--- src/shared/dshp_params.svh ---
/*
 * Offsets, field positions, reset values and timing counts of the
 * downstream slot hot-plug controller.
 * Assumes a 32-bit classic Wishbone slave and a 200 MHz core clock.
 */
`ifndef DSHP_PARAMS_SVH
`define DSHP_PARAMS_SVH

// register offsets: global word at byte zero, port p at p*0x10, words in a port by index
`define DSHP_CFG_OFS      8'h00
`define DSHP_CAP_OFS      2'h0
`define DSHP_CTL_OFS      2'h1
`define DSHP_STS_OFS      2'h2

// slot capabilities fields
`define DSHP_CAP_LATCH    2
`define DSHP_CAP_HPC      6
`define DSHP_CAP_RST      16'h0000

// slot control fields
`define DSHP_CTL_CCIE     4
`define DSHP_CTL_HOTPLUG_IRQ_ENABLE_BIT     5
`define DSHP_CTL_AIC      7:6
`define DSHP_CTL_PIC      9:8
`define DSHP_CTL_PCC      10
`define DSHP_CTL_EIC      11
`define DSHP_CTL_RST      16'h03c0

// slot status fields
`define DSHP_STS_CC       4
`define DSHP_STS_LATCH    5
`define DSHP_STS_PRES     6
`define DSHP_STS_EIS      7
`define DSHP_STS_PGOOD    8

// hot-plug configuration fields: bits 8:0 invert the nine slot signals
`define DSHP_CFG_TOGGLE   9
`define DSHP_CFG_LREPL    10
`define DSHP_CFG_APO      11
`define DSHP_CFG_RST      12'h000

// indicator encodings
`define DSHP_IND_ON       2'h1
`define DSHP_IND_BLINK    2'h2

// timing
`define DSHP_CLK_MHZ      200
`define DSHP_ILOCK_MS     125
`define DSHP_BLINK_MS     250

`endif

--- src/shared/dshp_pkg.sv ---
/*
 * Types of the downstream slot hot-plug controller.
 * Assumes nothing beyond the constants header.
 */
package dshp_pkg;

	// slot sensor inputs of one port, as seen at the expander
	typedef struct packed {
		logic pgood;
		logic latch;
		logic fault;
		logic presence;
		logic button;
	} dshp_in_s;

	// slot control outputs of one port, as driven to the expander
	typedef struct packed {
		logic ilock;
		logic pwr_en;
		logic pwr_ind;
		logic attn;
	} dshp_out_s;

endpackage

--- src/dshp_ctrl.sv ---
/*
 * Hot-plug controller for downstream ports 1..7 of a switch, with a
 * classic Wishbone register slave.
 * Assumes expander bits arrive unsynchronised, and that the serial
 * loader holds eeprom_busy_i while it writes registers over the bus.
 */
// Chosen here: the placing of the registers and the Wishbone slave port.
// Contract
// a port's controller works only once its hot-plug-capable bit is set
// slot signals are exchanged through the I/O expander ports only
// presence comes only from the presence-detect input, never the link
// five sensor inputs and four control outputs per port
// ports 1 to 7, each with independent signals and state
// one invert bit per signal, shared by every port
// interlock-control write gives one 125 ms pulse when toggle mode is off; the code holds it ILOCK_CYC - 1 cycles, one cycle short
// in toggle mode each interlock-control write inverts the interlock output
// latch-replaced mode reports the latch sensor as interlock status
// latch-replaced mode reads latch sensor state as zero
// otherwise interlock status reads the driven interlock output
// auto power-off plus latch present cuts power while latch is open
// loader may override hot-plug register reset values
// expander starts after loader; loader writes never set command completed
// slot reset is never an expander output
// indicators and button belong only to the slot, not the card
// interrupts only while the hot-plug interrupt enable is set
// the five event flags request interrupts unless masked
// command completed never raises a wake-up request
// inversion sits between raw bits and the active-high internal view
`timescale 1ns/10ps
`include "dshp_params.svh"

module dshp_ctrl
	import dshp_pkg::*;
#(
	parameter int NPORT     = 7,
	parameter int ILOCK_CYC = `DSHP_ILOCK_MS * 1000 * `DSHP_CLK_MHZ,
	parameter int BLINK_CYC = `DSHP_BLINK_MS * 1000 * `DSHP_CLK_MHZ
) (
	// clock and reset
	input  wire logic              clk_i,
	input  wire logic              rst_i,
	// wishbone slave
	input  wire logic              cyc_i,
	input  wire logic              stb_i,
	input  wire logic              we_i,
	input  wire logic [7:0]        adr_i,
	input  wire logic [3:0]        sel_i,
	input  wire logic [31:0]       dat_i,
	output logic      [31:0]       dat_o,
	output logic                   ack_o,
	// serial loader
	input  wire logic              eeprom_busy_i,
	output logic                   exp_init_o,
	// expander side, index 0 is port 1
	input  wire dshp_in_s [NPORT-1:0] exp_in_i,
	output dshp_out_s     [NPORT-1:0] exp_out_o,
	// event requests per port
	output logic      [NPORT-1:0]  irq_o,
	output logic      [NPORT-1:0]  wake_o
);

	logic                   req;
	logic                   wr;
	logic [31:0]            wmask;
	logic [3:0]             port_sel;
	logic [11:0]            cfg_reg;
	logic [8:0]             inv;
	dshp_in_s [NPORT-1:0]   sync1_reg;
	dshp_in_s [NPORT-1:0]   sync2_reg;
	dshp_in_s [NPORT-1:0]   view;
	dshp_in_s [NPORT-1:0]   prev_reg;
	logic [NPORT-1:0][15:0] cap_reg;
	logic [NPORT-1:0][15:0] ctl_reg;
	logic [NPORT-1:0][4:0]  flag_reg;
	logic [NPORT-1:0]       ilock_reg;
	logic [NPORT-1:0][31:0] ilock_cnt_reg;
	logic [NPORT-1:0][15:0] sts;
	logic [31:0]            blink_cnt_reg;
	logic                   blink_reg;

	assign req   = cyc_i & stb_i & ~ack_o;
	assign wr    = req & we_i;
	assign wmask = {{8{sel_i[3]}}, {8{sel_i[2]}}, {8{sel_i[1]}}, {8{sel_i[0]}}};
	assign port_sel = adr_i[7:4];
	assign inv   = cfg_reg[8:0];

	// bus answer one cycle after the request, dropped the cycle after
	always_ff @(posedge clk_i) begin
		if (rst_i) begin
			ack_o <= 1'b0;
		end else begin
			ack_o <= req;
		end
	end

	// read mux; unmapped words read zero
	always_ff @(posedge clk_i) begin
		if (rst_i) begin
			dat_o <= 32'h0;
		end else if (req && !we_i) begin
			dat_o <= 32'h0;
			if (adr_i == `DSHP_CFG_OFS) begin
				dat_o <= {20'h0, cfg_reg};
			end else if (port_sel >= 4'h1 && port_sel <= 4'(NPORT)) begin
				unique case (adr_i[3:2])
					`DSHP_CAP_OFS: dat_o <= {16'h0, cap_reg[port_sel-4'h1]};
					`DSHP_CTL_OFS: dat_o <= {16'h0, ctl_reg[port_sel-4'h1]};
					`DSHP_STS_OFS: dat_o <= {16'h0, sts[port_sel-4'h1]};
					default:       dat_o <= 32'h0;
				endcase
			end
		end
	end

	// global configuration, shared by all ports
	always_ff @(posedge clk_i) begin
		if (rst_i) begin
			cfg_reg <= `DSHP_CFG_RST;
		end else if (wr && adr_i == `DSHP_CFG_OFS) begin
			cfg_reg <= (cfg_reg & ~wmask[11:0]) | (dat_i[11:0] & wmask[11:0]);
		end
	end

	// expander traffic waits for the loader so its writes never look like commands
	always_ff @(posedge clk_i) begin
		if (rst_i) begin
			exp_init_o <= 1'b0;
		end else if (!eeprom_busy_i) begin
			exp_init_o <= 1'b1;
		end
	end

	// raw expander inputs cross into the core clock through two flops
	always_ff @(posedge clk_i) begin
		if (rst_i) begin
			sync1_reg <= '0;
			sync2_reg <= '0;
		end else begin
			sync1_reg <= exp_in_i;
			sync2_reg <= sync1_reg;
		end
	end

	// shared blink phase for both indicators
	always_ff @(posedge clk_i) begin
		if (rst_i) begin
			blink_cnt_reg <= 32'h0;
			blink_reg     <= 1'b0;
		end else if (blink_cnt_reg >= 32'(BLINK_CYC - 1)) begin
			blink_cnt_reg <= 32'h0;
			blink_reg     <= ~blink_reg;
		end else begin
			blink_cnt_reg <= blink_cnt_reg + 32'h1;
		end
	end

	genvar p;
	generate
		for (p = 0; p < NPORT; p++) begin : g_port
			logic hit;
			logic active;
			logic eic_wr;
			logic latch_open;
			logic pwr_on;
			logic [15:0] wd;
			dshp_out_s out_int;

			assign hit    = wr && port_sel == 4'(p + 1);
			assign wd     = dat_i[15:0] & wmask[15:0];
			assign active = cap_reg[p][`DSHP_CAP_HPC] & exp_init_o;
			assign eic_wr = hit && adr_i[3:2] == `DSHP_CTL_OFS && wd[`DSHP_CTL_EIC];
			assign latch_open = view[p].latch;

			// polarity fix before any status or edge logic sees the inputs
			assign view[p] = sync2_reg[p] ^ {inv[8], inv[3:0]};

			// slot-status word as software sees it
			always_comb begin
				sts[p] = 16'h0;
				sts[p][4:0] = flag_reg[p];
				sts[p][`DSHP_STS_PRES]  = view[p].presence;
				sts[p][`DSHP_STS_PGOOD] = view[p].pgood;
				if (cfg_reg[`DSHP_CFG_LREPL]) begin
					sts[p][`DSHP_STS_EIS]   = view[p].latch;
					sts[p][`DSHP_STS_LATCH] = 1'b0;
				end else begin
					sts[p][`DSHP_STS_EIS]   = ilock_reg[p];
					sts[p][`DSHP_STS_LATCH] = view[p].latch;
				end
			end

			// capabilities are set only by the loader, read-only afterwards
			always_ff @(posedge clk_i) begin
				if (rst_i) begin
					cap_reg[p] <= `DSHP_CAP_RST;
				end else if (hit && eeprom_busy_i && adr_i[3:2] == `DSHP_CAP_OFS) begin
					cap_reg[p] <= (cap_reg[p] & ~wmask[15:0]) | wd;
				end
			end

			// slot control; the interlock-control bit is write-only
			always_ff @(posedge clk_i) begin
				if (rst_i) begin
					ctl_reg[p] <= `DSHP_CTL_RST;
				end else if (hit && adr_i[3:2] == `DSHP_CTL_OFS) begin
					ctl_reg[p] <= (ctl_reg[p] & ~wmask[15:0]) | wd;
					ctl_reg[p][`DSHP_CTL_EIC] <= 1'b0;
				end
			end

			// previous view for edge detection
			always_ff @(posedge clk_i) begin
				if (rst_i) begin
					prev_reg[p] <= '0;
				end else begin
					prev_reg[p] <= view[p];
				end
			end

			// event flags: write one clears, a new event in the same cycle wins
			always_ff @(posedge clk_i) begin
				if (rst_i) begin
					flag_reg[p] <= 5'h0;
				end else begin
					logic [4:0] set;
					set    = 5'h0;
					set[0] = view[p].button & ~prev_reg[p].button;
					set[1] = view[p].fault & ~prev_reg[p].fault;
					set[2] = view[p].latch ^ prev_reg[p].latch;
					set[3] = view[p].presence ^ prev_reg[p].presence;
					set[4] = hit && adr_i[3:2] == `DSHP_CTL_OFS && !eeprom_busy_i;
					if (!active) begin
						set = 5'h0;
					end
					if (hit && adr_i[3:2] == `DSHP_STS_OFS) begin
						flag_reg[p] <= (flag_reg[p] & ~wd[4:0]) | set;
					end else begin
						flag_reg[p] <= flag_reg[p] | set;
					end
				end
			end

			// interlock: timed pulse, or level flip in toggle mode
			always_ff @(posedge clk_i) begin
				if (rst_i) begin
					ilock_reg[p]     <= 1'b0;
					ilock_cnt_reg[p] <= 32'h0;
				end else if (eic_wr && active && cfg_reg[`DSHP_CFG_TOGGLE]) begin
					ilock_reg[p]     <= ~ilock_reg[p];
					ilock_cnt_reg[p] <= 32'h0;
				end else if (eic_wr && active && !ilock_reg[p]) begin
					ilock_reg[p]     <= 1'b1;
					ilock_cnt_reg[p] <= 32'(ILOCK_CYC - 1);
				end else if (ilock_cnt_reg[p] != 32'h0) begin
					ilock_cnt_reg[p] <= ilock_cnt_reg[p] - 32'h1;
					if (ilock_cnt_reg[p] == 32'h1) begin
						ilock_reg[p] <= 1'b0;
					end
				end
			end

			// power is on when control asks and the latch does not veto it
			assign pwr_on = !ctl_reg[p][`DSHP_CTL_PCC] &&
				!(cfg_reg[`DSHP_CFG_APO] && cap_reg[p][`DSHP_CAP_LATCH] && latch_open);

			// internal active-high outputs; slot reset is not among them
			always_comb begin
				out_int = '0;
				if (active) begin
					out_int.attn    = ctl_reg[p][`DSHP_CTL_AIC] == `DSHP_IND_ON ||
						(ctl_reg[p][`DSHP_CTL_AIC] == `DSHP_IND_BLINK && blink_reg);
					out_int.pwr_ind = ctl_reg[p][`DSHP_CTL_PIC] == `DSHP_IND_ON ||
						(ctl_reg[p][`DSHP_CTL_PIC] == `DSHP_IND_BLINK && blink_reg);
					out_int.pwr_en  = pwr_on;
					out_int.ilock   = ilock_reg[p];
				end
			end

			// raw expander outputs and event requests, all registered
			always_ff @(posedge clk_i) begin
				if (rst_i) begin
					exp_out_o[p] <= '0;
					irq_o[p]     <= 1'b0;
					wake_o[p]    <= 1'b0;
				end else begin
					exp_out_o[p] <= out_int ^ inv[7:4];
					irq_o[p]     <= ctl_reg[p][`DSHP_CTL_HOTPLUG_IRQ_ENABLE_BIT] &&
						|(flag_reg[p] & ctl_reg[p][4:0]);
					wake_o[p]    <= |(flag_reg[p][3:0] & ctl_reg[p][3:0]);
				end
			end
		end
	endgenerate

	// checks on port 1; every port is the same generate body

	inactive_quiet_a: assert property (@(posedge clk_i) disable iff (rst_i)
		!cap_reg[0][`DSHP_CAP_HPC] |=> !$rose(flag_reg[0][0]))
		else $error("event flag set on a port that is not hot-plug capable");
	pulse_len_a: assert property (@(posedge clk_i) disable iff (rst_i)
		$rose(ilock_reg[0]) && !cfg_reg[`DSHP_CFG_TOGGLE] |->
		ilock_cnt_reg[0] == 32'(ILOCK_CYC - 1))
		else $error("interlock pulse not loaded with its full length");
	pulse_end_a: assert property (@(posedge clk_i) disable iff (rst_i)
		ilock_cnt_reg[0] == 32'h1 && !cfg_reg[`DSHP_CFG_TOGGLE] && !g_port[0].eic_wr
		|=> !ilock_reg[0])
		else $error("interlock pulse did not end");
	toggle_flip_a: assert property (@(posedge clk_i) disable iff (rst_i)
		g_port[0].eic_wr && g_port[0].active && cfg_reg[`DSHP_CFG_TOGGLE]
		|=> ilock_reg[0] != $past(ilock_reg[0]))
		else $error("toggle write did not flip interlock");
	lrepl_eis_a: assert property (@(posedge clk_i) disable iff (rst_i)
		cfg_reg[`DSHP_CFG_LREPL] |-> sts[0][`DSHP_STS_EIS] == view[0].latch &&
		!sts[0][`DSHP_STS_LATCH])
		else $error("latch-replaced status wrong");
	eis_drive_a: assert property (@(posedge clk_i) disable iff (rst_i)
		!cfg_reg[`DSHP_CFG_LREPL] && g_port[0].active |=>
		$past(sts[0][`DSHP_STS_EIS]) == (exp_out_o[0].ilock ^ $past(inv[7])))
		else $error("interlock status differs from driven output");
	auto_off_a: assert property (@(posedge clk_i) disable iff (rst_i)
		cfg_reg[`DSHP_CFG_APO] && cap_reg[0][`DSHP_CAP_LATCH] && view[0].latch
		|=> !(exp_out_o[0].pwr_en ^ $past(inv[6])))
		else $error("power stayed on with latch open");
	no_cc_load_a: assert property (@(posedge clk_i) disable iff (rst_i)
		eeprom_busy_i |-> !exp_init_o && !$rose(flag_reg[0][`DSHP_STS_CC]))
		else $error("command completed during loader phase");
	irq_gate_a: assert property (@(posedge clk_i) disable iff (rst_i)
		!$past(ctl_reg[0][`DSHP_CTL_HOTPLUG_IRQ_ENABLE_BIT]) |-> !irq_o[0])
		else $error("interrupt with enable clear");
	no_cc_wake_a: assert property (@(posedge clk_i) disable iff (rst_i)
		flag_reg[0] == 5'h10 |=> !wake_o[0])
		else $error("command completed raised wake-up");

	pulse_seen_c: cover property (@(posedge clk_i) disable iff (rst_i)
		$fell(ilock_reg[0]) && !cfg_reg[`DSHP_CFG_TOGGLE]);
	presence_c: cover property (@(posedge clk_i) disable iff (rst_i)
		$rose(flag_reg[0][3]));
	irq_c: cover property (@(posedge clk_i) disable iff (rst_i) $rose(irq_o[0]));

endmodule

--- config.mk ---
export PLATFORM = sky130hd
export DESIGN_NAME = dshp_ctrl
export DESIGN_NICKNAME = d
export VERILOG_FILES = /design/src/shared/dshp_pkg.sv /design/src/dshp_ctrl.sv
export VERILOG_INCLUDE_DIRS = /design/src /design/src/shared
export SDC_FILE = /design/constraint.sdc
export NUM_CORES = 2
export LEC_CHECK = 0
export BUFFER_PORTS_ARGS = -buffer_cell sky130_fd_sc_hd__buf_2
export CORE_ASPECT_RATIO = 1.25
export CORE_MARGIN = 1
export CORE_UTILIZATION = 35
export DETAILED_ROUTE_END_ITERATION = 16
export SYNTH_ARGS = -nofsm -noshare
export SYNTH_HDL_FRONTEND = slang
export SYNTH_SLANG_ARGS = --single-unit
--- constraint.sdc ---
create_clock -name clk_i -period 4.15 [get_ports clk_i]
set_clock_uncertainty 0.15 [all_clocks]
set_input_delay 0.415 -clock clk_i [delete_from_list [all_inputs] [get_ports clk_i]]
set_output_delay 0.415 -clock clk_i [all_outputs]
set_load 0.1 [all_outputs]
Word level (Yosys, flattened, before mapping)
Cells that the tools add are included.
{"block": "totals", "in_bits": 85, "mem_bits_ro": 0, "ram_bits": 0, "memories": 0, "ff_bits": 702, "latchBits": 0}
{"block": "classes", "n_reduce_logical": 218, "n_eq_ne": 44, "bitwise_logic": 145, "addsub": 9, "magnitude_cmp": 4, "mul": 0, "n_div": 0, "muxes": 93, "shifts": 0}
{"cell": "25-bit 2-to-1 mux", "n": 14}
{"cell": "16-bit AND", "n": 15}
{"cell": "32-bit by 1-bit == test with 1-bit output (second input constant)", "n": 7}
{"cell": "16-bit bitwise OR", "n": 14}
{"cell": "32-bit nonzero test", "n": 7}
{"cell": "32-bit by 1-bit subtractor with 32-bit output (second input constant)", "n": 7}
{"cell": "16-bit binary-select mux with 3-bit select", "n": 3}
{"cell": "1-bit logical AND", "n": 115}
{"cell": "5-bit 2-to-1 mux", "n": 21}
{"cell": "16-bit 2-to-1 mux", "n": 5}
{"cell": "5-bit AND", "n": 14}
{"cell": "5-bit bitwise OR", "n": 14}
{"cell": "16-bit case mux with 3 select lines", "n": 1}
{"cell": "1-bit 2-to-1 mux", "n": 42}
{"cell": "3-bit nonzero test", "n": 14}
{"cell": "5-bit OR reduction", "n": 7}
{"cell": "5-bit bitwise XOR", "n": 7}
{"cell": "32-bit by 1-bit adder with 32-bit output (second input constant)", "n": 1}
{"cell": "32-bit by 26-bit >= comparator with 1-bit output (second input constant)", "n": 1}
{"cell": "2-bit by 1-bit == test with 1-bit output (second input constant)", "n": 15}
{"cell": "2-bit == test (second input constant)", "n": 15}
{"cell": "4-bit AND", "n": 7}
{"cell": "4-bit 2-to-1 mux", "n": 7}
{"cell": "4-bit OR reduction", "n": 7}
{"cell": "24 further kinds", "n": 153}

Longest topological paths before layout
{"block": "depth", "word_depth": 10, "depth_mapped": 15, "ltp_nobuf": 8}

Least setup slack after synthesis
No wires, ideal clock.
{"block": "synth_path", "path_type": "in2reg", "start": "in adr_i[4]", "end": "reg dat_o[12]", "t_arrival_ps": 4210, "required_ps": 3882, "setup_time_ps": 118, "path_slack_ps": -328, "path_stages": 14, "cell_sequence": "buf_2 -> buf_2 -> clkbuf_1 -> clkbuf_1 -> inv_1 -> ha_1 -> buf_1 -> clkbuf_1 -> clkbuf_1 -> buf_1 -> mux4_2 -> o211ai_1 -> o21ai_0 -> a22o_1"}
{"block": "synth_via", "elab_chain_cells": 6}
{"element": "from (decl)", "line_no": "dshp_ctrl.sv:46", "text": "input wire logic [7:0] adr_i,"}
{"element": "4-bit by 1-bit subtractor with 4-bit output", "line_no": "dshp_ctrl.sv:106, dshp_ctrl.sv:107, dshp_ctrl.sv:108"}
{"element": "16-bit binary-select mux with 3-bit select, on equally long branches", "line_no": "dshp_ctrl.sv:108, dshp_ctrl.sv:106, dshp_ctrl.sv:107"}
{"element": "16-bit 2-to-1 mux, on equally long branches", "line_no": "dshp_ctrl.sv:108, dshp_ctrl.sv:106, dshp_ctrl.sv:107"}
{"element": "16-bit case mux with 3 select lines", "line_no": "dshp_ctrl.sv:105", "text": "unique case (adr_i[3:2])"}
{"element": "16-bit 2-to-1 mux", "line_no": "dshp_ctrl.sv:104", "text": "end else if (port_sel >= 4'h1 && port_sel <= 4'(NPORT)) begin"}
{"element": "16-bit 2-to-1 mux *", "line_no": "dshp_ctrl.sv:102", "text": "if (adr_i == `DSHP_CFG_OFS) begin"}
{"element": "to (signal assigned)", "line_no": "dshp_ctrl.sv:103", "text": "dat_o <= {20'h0, cfg_reg};"}
{"element": "to (signal assigned)", "line_no": "dshp_ctrl.sv:106", "text": "`DSHP_CAP_OFS: dat_o <= {16'h0, cap_reg[port_sel-4'h1]};"}
{"element": "to (signal assigned)", "line_no": "dshp_ctrl.sv:108", "text": "`DSHP_STS_OFS: dat_o <= {16'h0, sts[port_sel-4'h1]};"}
{"element": "to (decl)", "line_no": "dshp_ctrl.sv:49", "text": "output logic [31:0] dat_o,"}
Every way passes the cells marked *; elsewhere a longest branch is shown, timed or not. The select of a mux whose other input is x is not followed.
A chain may end at the register's enable or synchronous reset.

Worst setup path in the final report
{"block": "layout_path", "start": "reg ilock_cnt_reg[48] (netlist name)", "end": "reg ilock_cnt_reg[61] (netlist name)"}
{"block": "layout_via", "elab_chain_cells": 1}
{"element": "from (decl)", "line_no": "dshp_ctrl.sv:76", "text": "logic [NPORT-1:0][31:0] ilock_cnt_reg;"}
{"element": "from (signal, indexed assignment)", "line_no": "dshp_ctrl.sv:253", "text": "ilock_cnt_reg[p] <= 32'(ILOCK_CYC - 1);"}
{"element": "from (signal, indexed assignment)", "line_no": "dshp_ctrl.sv:255", "text": "ilock_cnt_reg[p] <= ilock_cnt_reg[p] - 32'h1;"}
{"element": "32-bit by 1-bit subtractor with 32-bit output or 32-bit nonzero test (tied branches)", "line_no": "dshp_ctrl.sv:255, dshp_ctrl.sv:254"}
Parallel ways exist; a longest one is shown, timed or not.

==> impl_results.md <==
* Simple-gate share of the synthesized area at 23.4%
* Port bufs at approximately 130
* RSZ-0062 raised after global routing: no
* Power Density at 664 mW/mm^2
* Placed Cells at 4,540
* Worst-margin pin slew at 1.05 ns
* Via count at around 25,000
* Fin. max-slew vios at 0
* Iter 0 DRT Violations at around 1,800
* Non-Filler Instances at about 4,700
* Global route overflow at 0
* Period utilization at between 70% and 80%
* Crit path required time at between 4 and 5 ns
* Top_reg_cell synth: dfxtp_1
* Multiplexer share of the synthesized area at about 6.4%
* Gates resized, CTS repair at 0
* Ratio of cells with drive above 1 in the final layout at between 10% and 20%
* Routed Antenna Nets at 0
* Count of cell types in the netlist at 74
* Final Hold Viols at 0
* Die area at 0.0879 sq mm
* Clk sinks at between 600 and 700
* CTS tree: done
* Synth Warn # at 0
* Crit start category: flop
* Post-synth ARST share at 0%
* Post-DP Area at ~0.032 sq mm
* Syn Inst Count at approximately 3,400
* Worst-path clk slew at 0.06 ns
* # fillers at 8,558
* Worst hold path type: in2reg
* Fin area at between 0.03 and 0.04 sq mm
* DRT Pass-1 Iters at 8
* Post-synthesis compound-gate area fraction at 11.8%
* Post-Synth XOR/XNOR Area at ~8.4%
* Largest family of logic cells by synthesized area: simple AND/OR/NAND/NOR gates
* DP HPWL at 61,100 microns
* CP arrival at between 3 and 4 ns
* Critical path type: reg2reg
* Latest clock arrival within the worst-skew pair at ~0.65 ns
* Min Clock Period, post-route at 3.16 ns
* Vias in the first global route at approximately 24,000
* VDD IR max at roughly 0.00036 V
* H-tree levels at 3
* Core area at between 0.08 and 0.09 sq mm
* Initial Utilization at roughly 35%
* Mapped Area at 0.0304 sq mm
* Max transition margin at between 20% and 30%
* Initial antenna violation count at 7
* Synth top area share at between 40% and 50%
* First-pass GRT wire length at roughly 140,000 microns
* Cell taking the most area after synthesis: dfxtp_1
* Drt wl/cell at about 19 microns
* Row count at 120
* GPL Wtd Cong at 0.903
* Root Buffer: clkbuf_16
* Clk buf depth at 3
* Die Y at 331 microns
* CP max FO at 16
* Vias/cell at roughly 5.3
* Post-Syn Area per Cell at a little under 9 sq um
* Max frequency at roughly 0.32 GHz
* Final WL at slightly below 90,000 microns
* Crit. End Element: flop
* Main area contributors after synthesis: dfxtp_1 (45%), a21oi_1 (5.4%), xor2_1 (4.4%), nor2_1 (4.3%), xnor2_1 (4.0%)
* Max_cap viols at 0
* EDFF count, synth at 0
* Run status: complete, no violations
* Setup TNS at 0 ns
* Nets@finish at roughly 3,600
* Commonest non-fill, non-tap cell in the layout: dfxtp_1
* I/O Pins at between 150 and 200
* Adder-cell share of the synthesized area at under 10%
* Leakage Power at roughly 13 nW
* Final setup vio count at 0
* Area growth from synthesis to layout at 15.4%
* Largest net degree at the start of global routing at 92
* Most frequent cells in the layout: dfxtp_1 (686), nor2_1 (346), a21oi_1 (325), nand2_1 (307), nand3_1 (230)
* Cts bufs inserted at between 70 and 80
* GRT Overall Usage at between 10% and 20%
* Die width at 265 microns
* Post-synthesis sequential area ratio at ~45%
* Synthesis-stage register bit count at 686
* Drt drc at 0
==> critical path, cell delays in order, from the launching register on <==
cell,delay (ns)
dfxtp_1,0.35
or4_1,0.60
or4b_2,0.78
nand4b_2,0.52
nand4_1,0.42
or3_1,0.16
a21oi_1,0.06
==> kinds of logic after synthesis <==
group	after synthesis
fa+ha+maj	26
mux	140
compound gates	587
buf+inv	277
flops	686
simple gates	1409
xor+xnor	290
other cells	1
==> where the power goes <==
group / leakage (nW) / switching, W / internal [W]
registers: 5.57 / 0.000854 / 0.00752
logic: 6.31 / 0.00459 / 0.00338
clock network: 1.24 / 0.00289 / 0.00405
==> layer usage <==
| layer | part of all wire, % | wire length [microns] | GRT usage, % | up-vias |
|---|---|---|---|---|
| met5 | 0.046 | 41 | 0 | - |
| met4 | 4.5 | 3930 | 9.57 | 8 |
| met3 | 5.8 | 5100 | 3.39 | 177 |
| met2 | 47 | 41300 | 32.1 | 743 |
| met1 | 43 | 37800 | 24.8 | 11900 |
| li1 | - | - | - | 12200 |
==> synthesized netlist by cell type, types with 6 or more instances <==
master and n:
nand4b_1 20, nand4_1 32, and4_1 7, nor2b_1 100, o211ai_1 25, o31ai_1 7, or4_1 31, or4b_2 6
nor4b_1 16, nand2_1 307, mux4_2 40, xnor2_1 139, o21ai_0 70, and2_1 17, nand3b_1 20, a222oi_1 7
a221o_1 24, a31oi_1 14, a311oi_1 7, a211o_1 31, nand2b_1 27, mux2i_1 61, nor2_1 346, a221oi_1 16
buf_1 19, buf_4 16, and3_1 16, clkbuf_1 196, or2_2 11, a21oi_1 325, mux2_2 39, nor4_1 67
nand3_1 230, ha_1 26, a22oi_1 12, dfxtp_1 686, xor2_1 151, a22o_1 7, inv_1 31, buf_2 14
nor3_1 79, or3_1 51
==> final timing paths <==
path	cells past startpoint	from	endpoint	slack [ns]
worst min register to register	1	sync1_reg[21]	sync2_reg[21]	0.28
worst max register to register	6	ilock_cnt_reg[48]	ilock_cnt_reg[61]	0.99
worst min-delay path	3	dat_i[15]	flop	0.03
worst max-delay path	6	ilock_cnt_reg[48]	ilock_cnt_reg[61]	0.99
==> timing repair <==
item | in CTS | in global routing
hold buffers | 42 | 0
hold endpoints to repair | 59 | 0
setup buffers | 0 | 0
==> metrics by stage <==
| stage | setup WS, ns | util, % | hold slack, ns | power (W) |
|---|---|---|---|---|
| after floorplan | 0.0399 | - | 0.264 | 0.0148 |
| after global placement | 0.741 | 37.4 | 0.270 | 0.0163 |
| after detailed placement | 0.725 | 37.4 | 0.273 | 0.0164 |
| after CTS | 0.970 | 40.9 | 0.0124 | 0.0234 |
| after global routing | 0.766 | 40.9 | 0.0331 | 0.0248 |
| final | 0.993 | 40.9 | 0.0323 | 0.0233 |
==> layout make-up <==
| cell class | instances | area (sq um) | share of cell area [%] |
|---|---|---|---|
| clock inverter | 34 | 492 | 1.40 |
| multi-input combinational | 2474 | 15600 | 44.6 |
| inverter | 31 | 116 | 0.332 |
| tap | 1159 | 1450 | 4.14 |
| timing repair buffer | 232 | 1540 | 4.41 |
| antenna | 3 | 7.51 | 0.0214 |
| clock buffer | 98 | 2060 | 5.88 |
| sequential | 686 | 13700 | 39.2 |
Note: power is estimated with default switching activity, not from simulation.
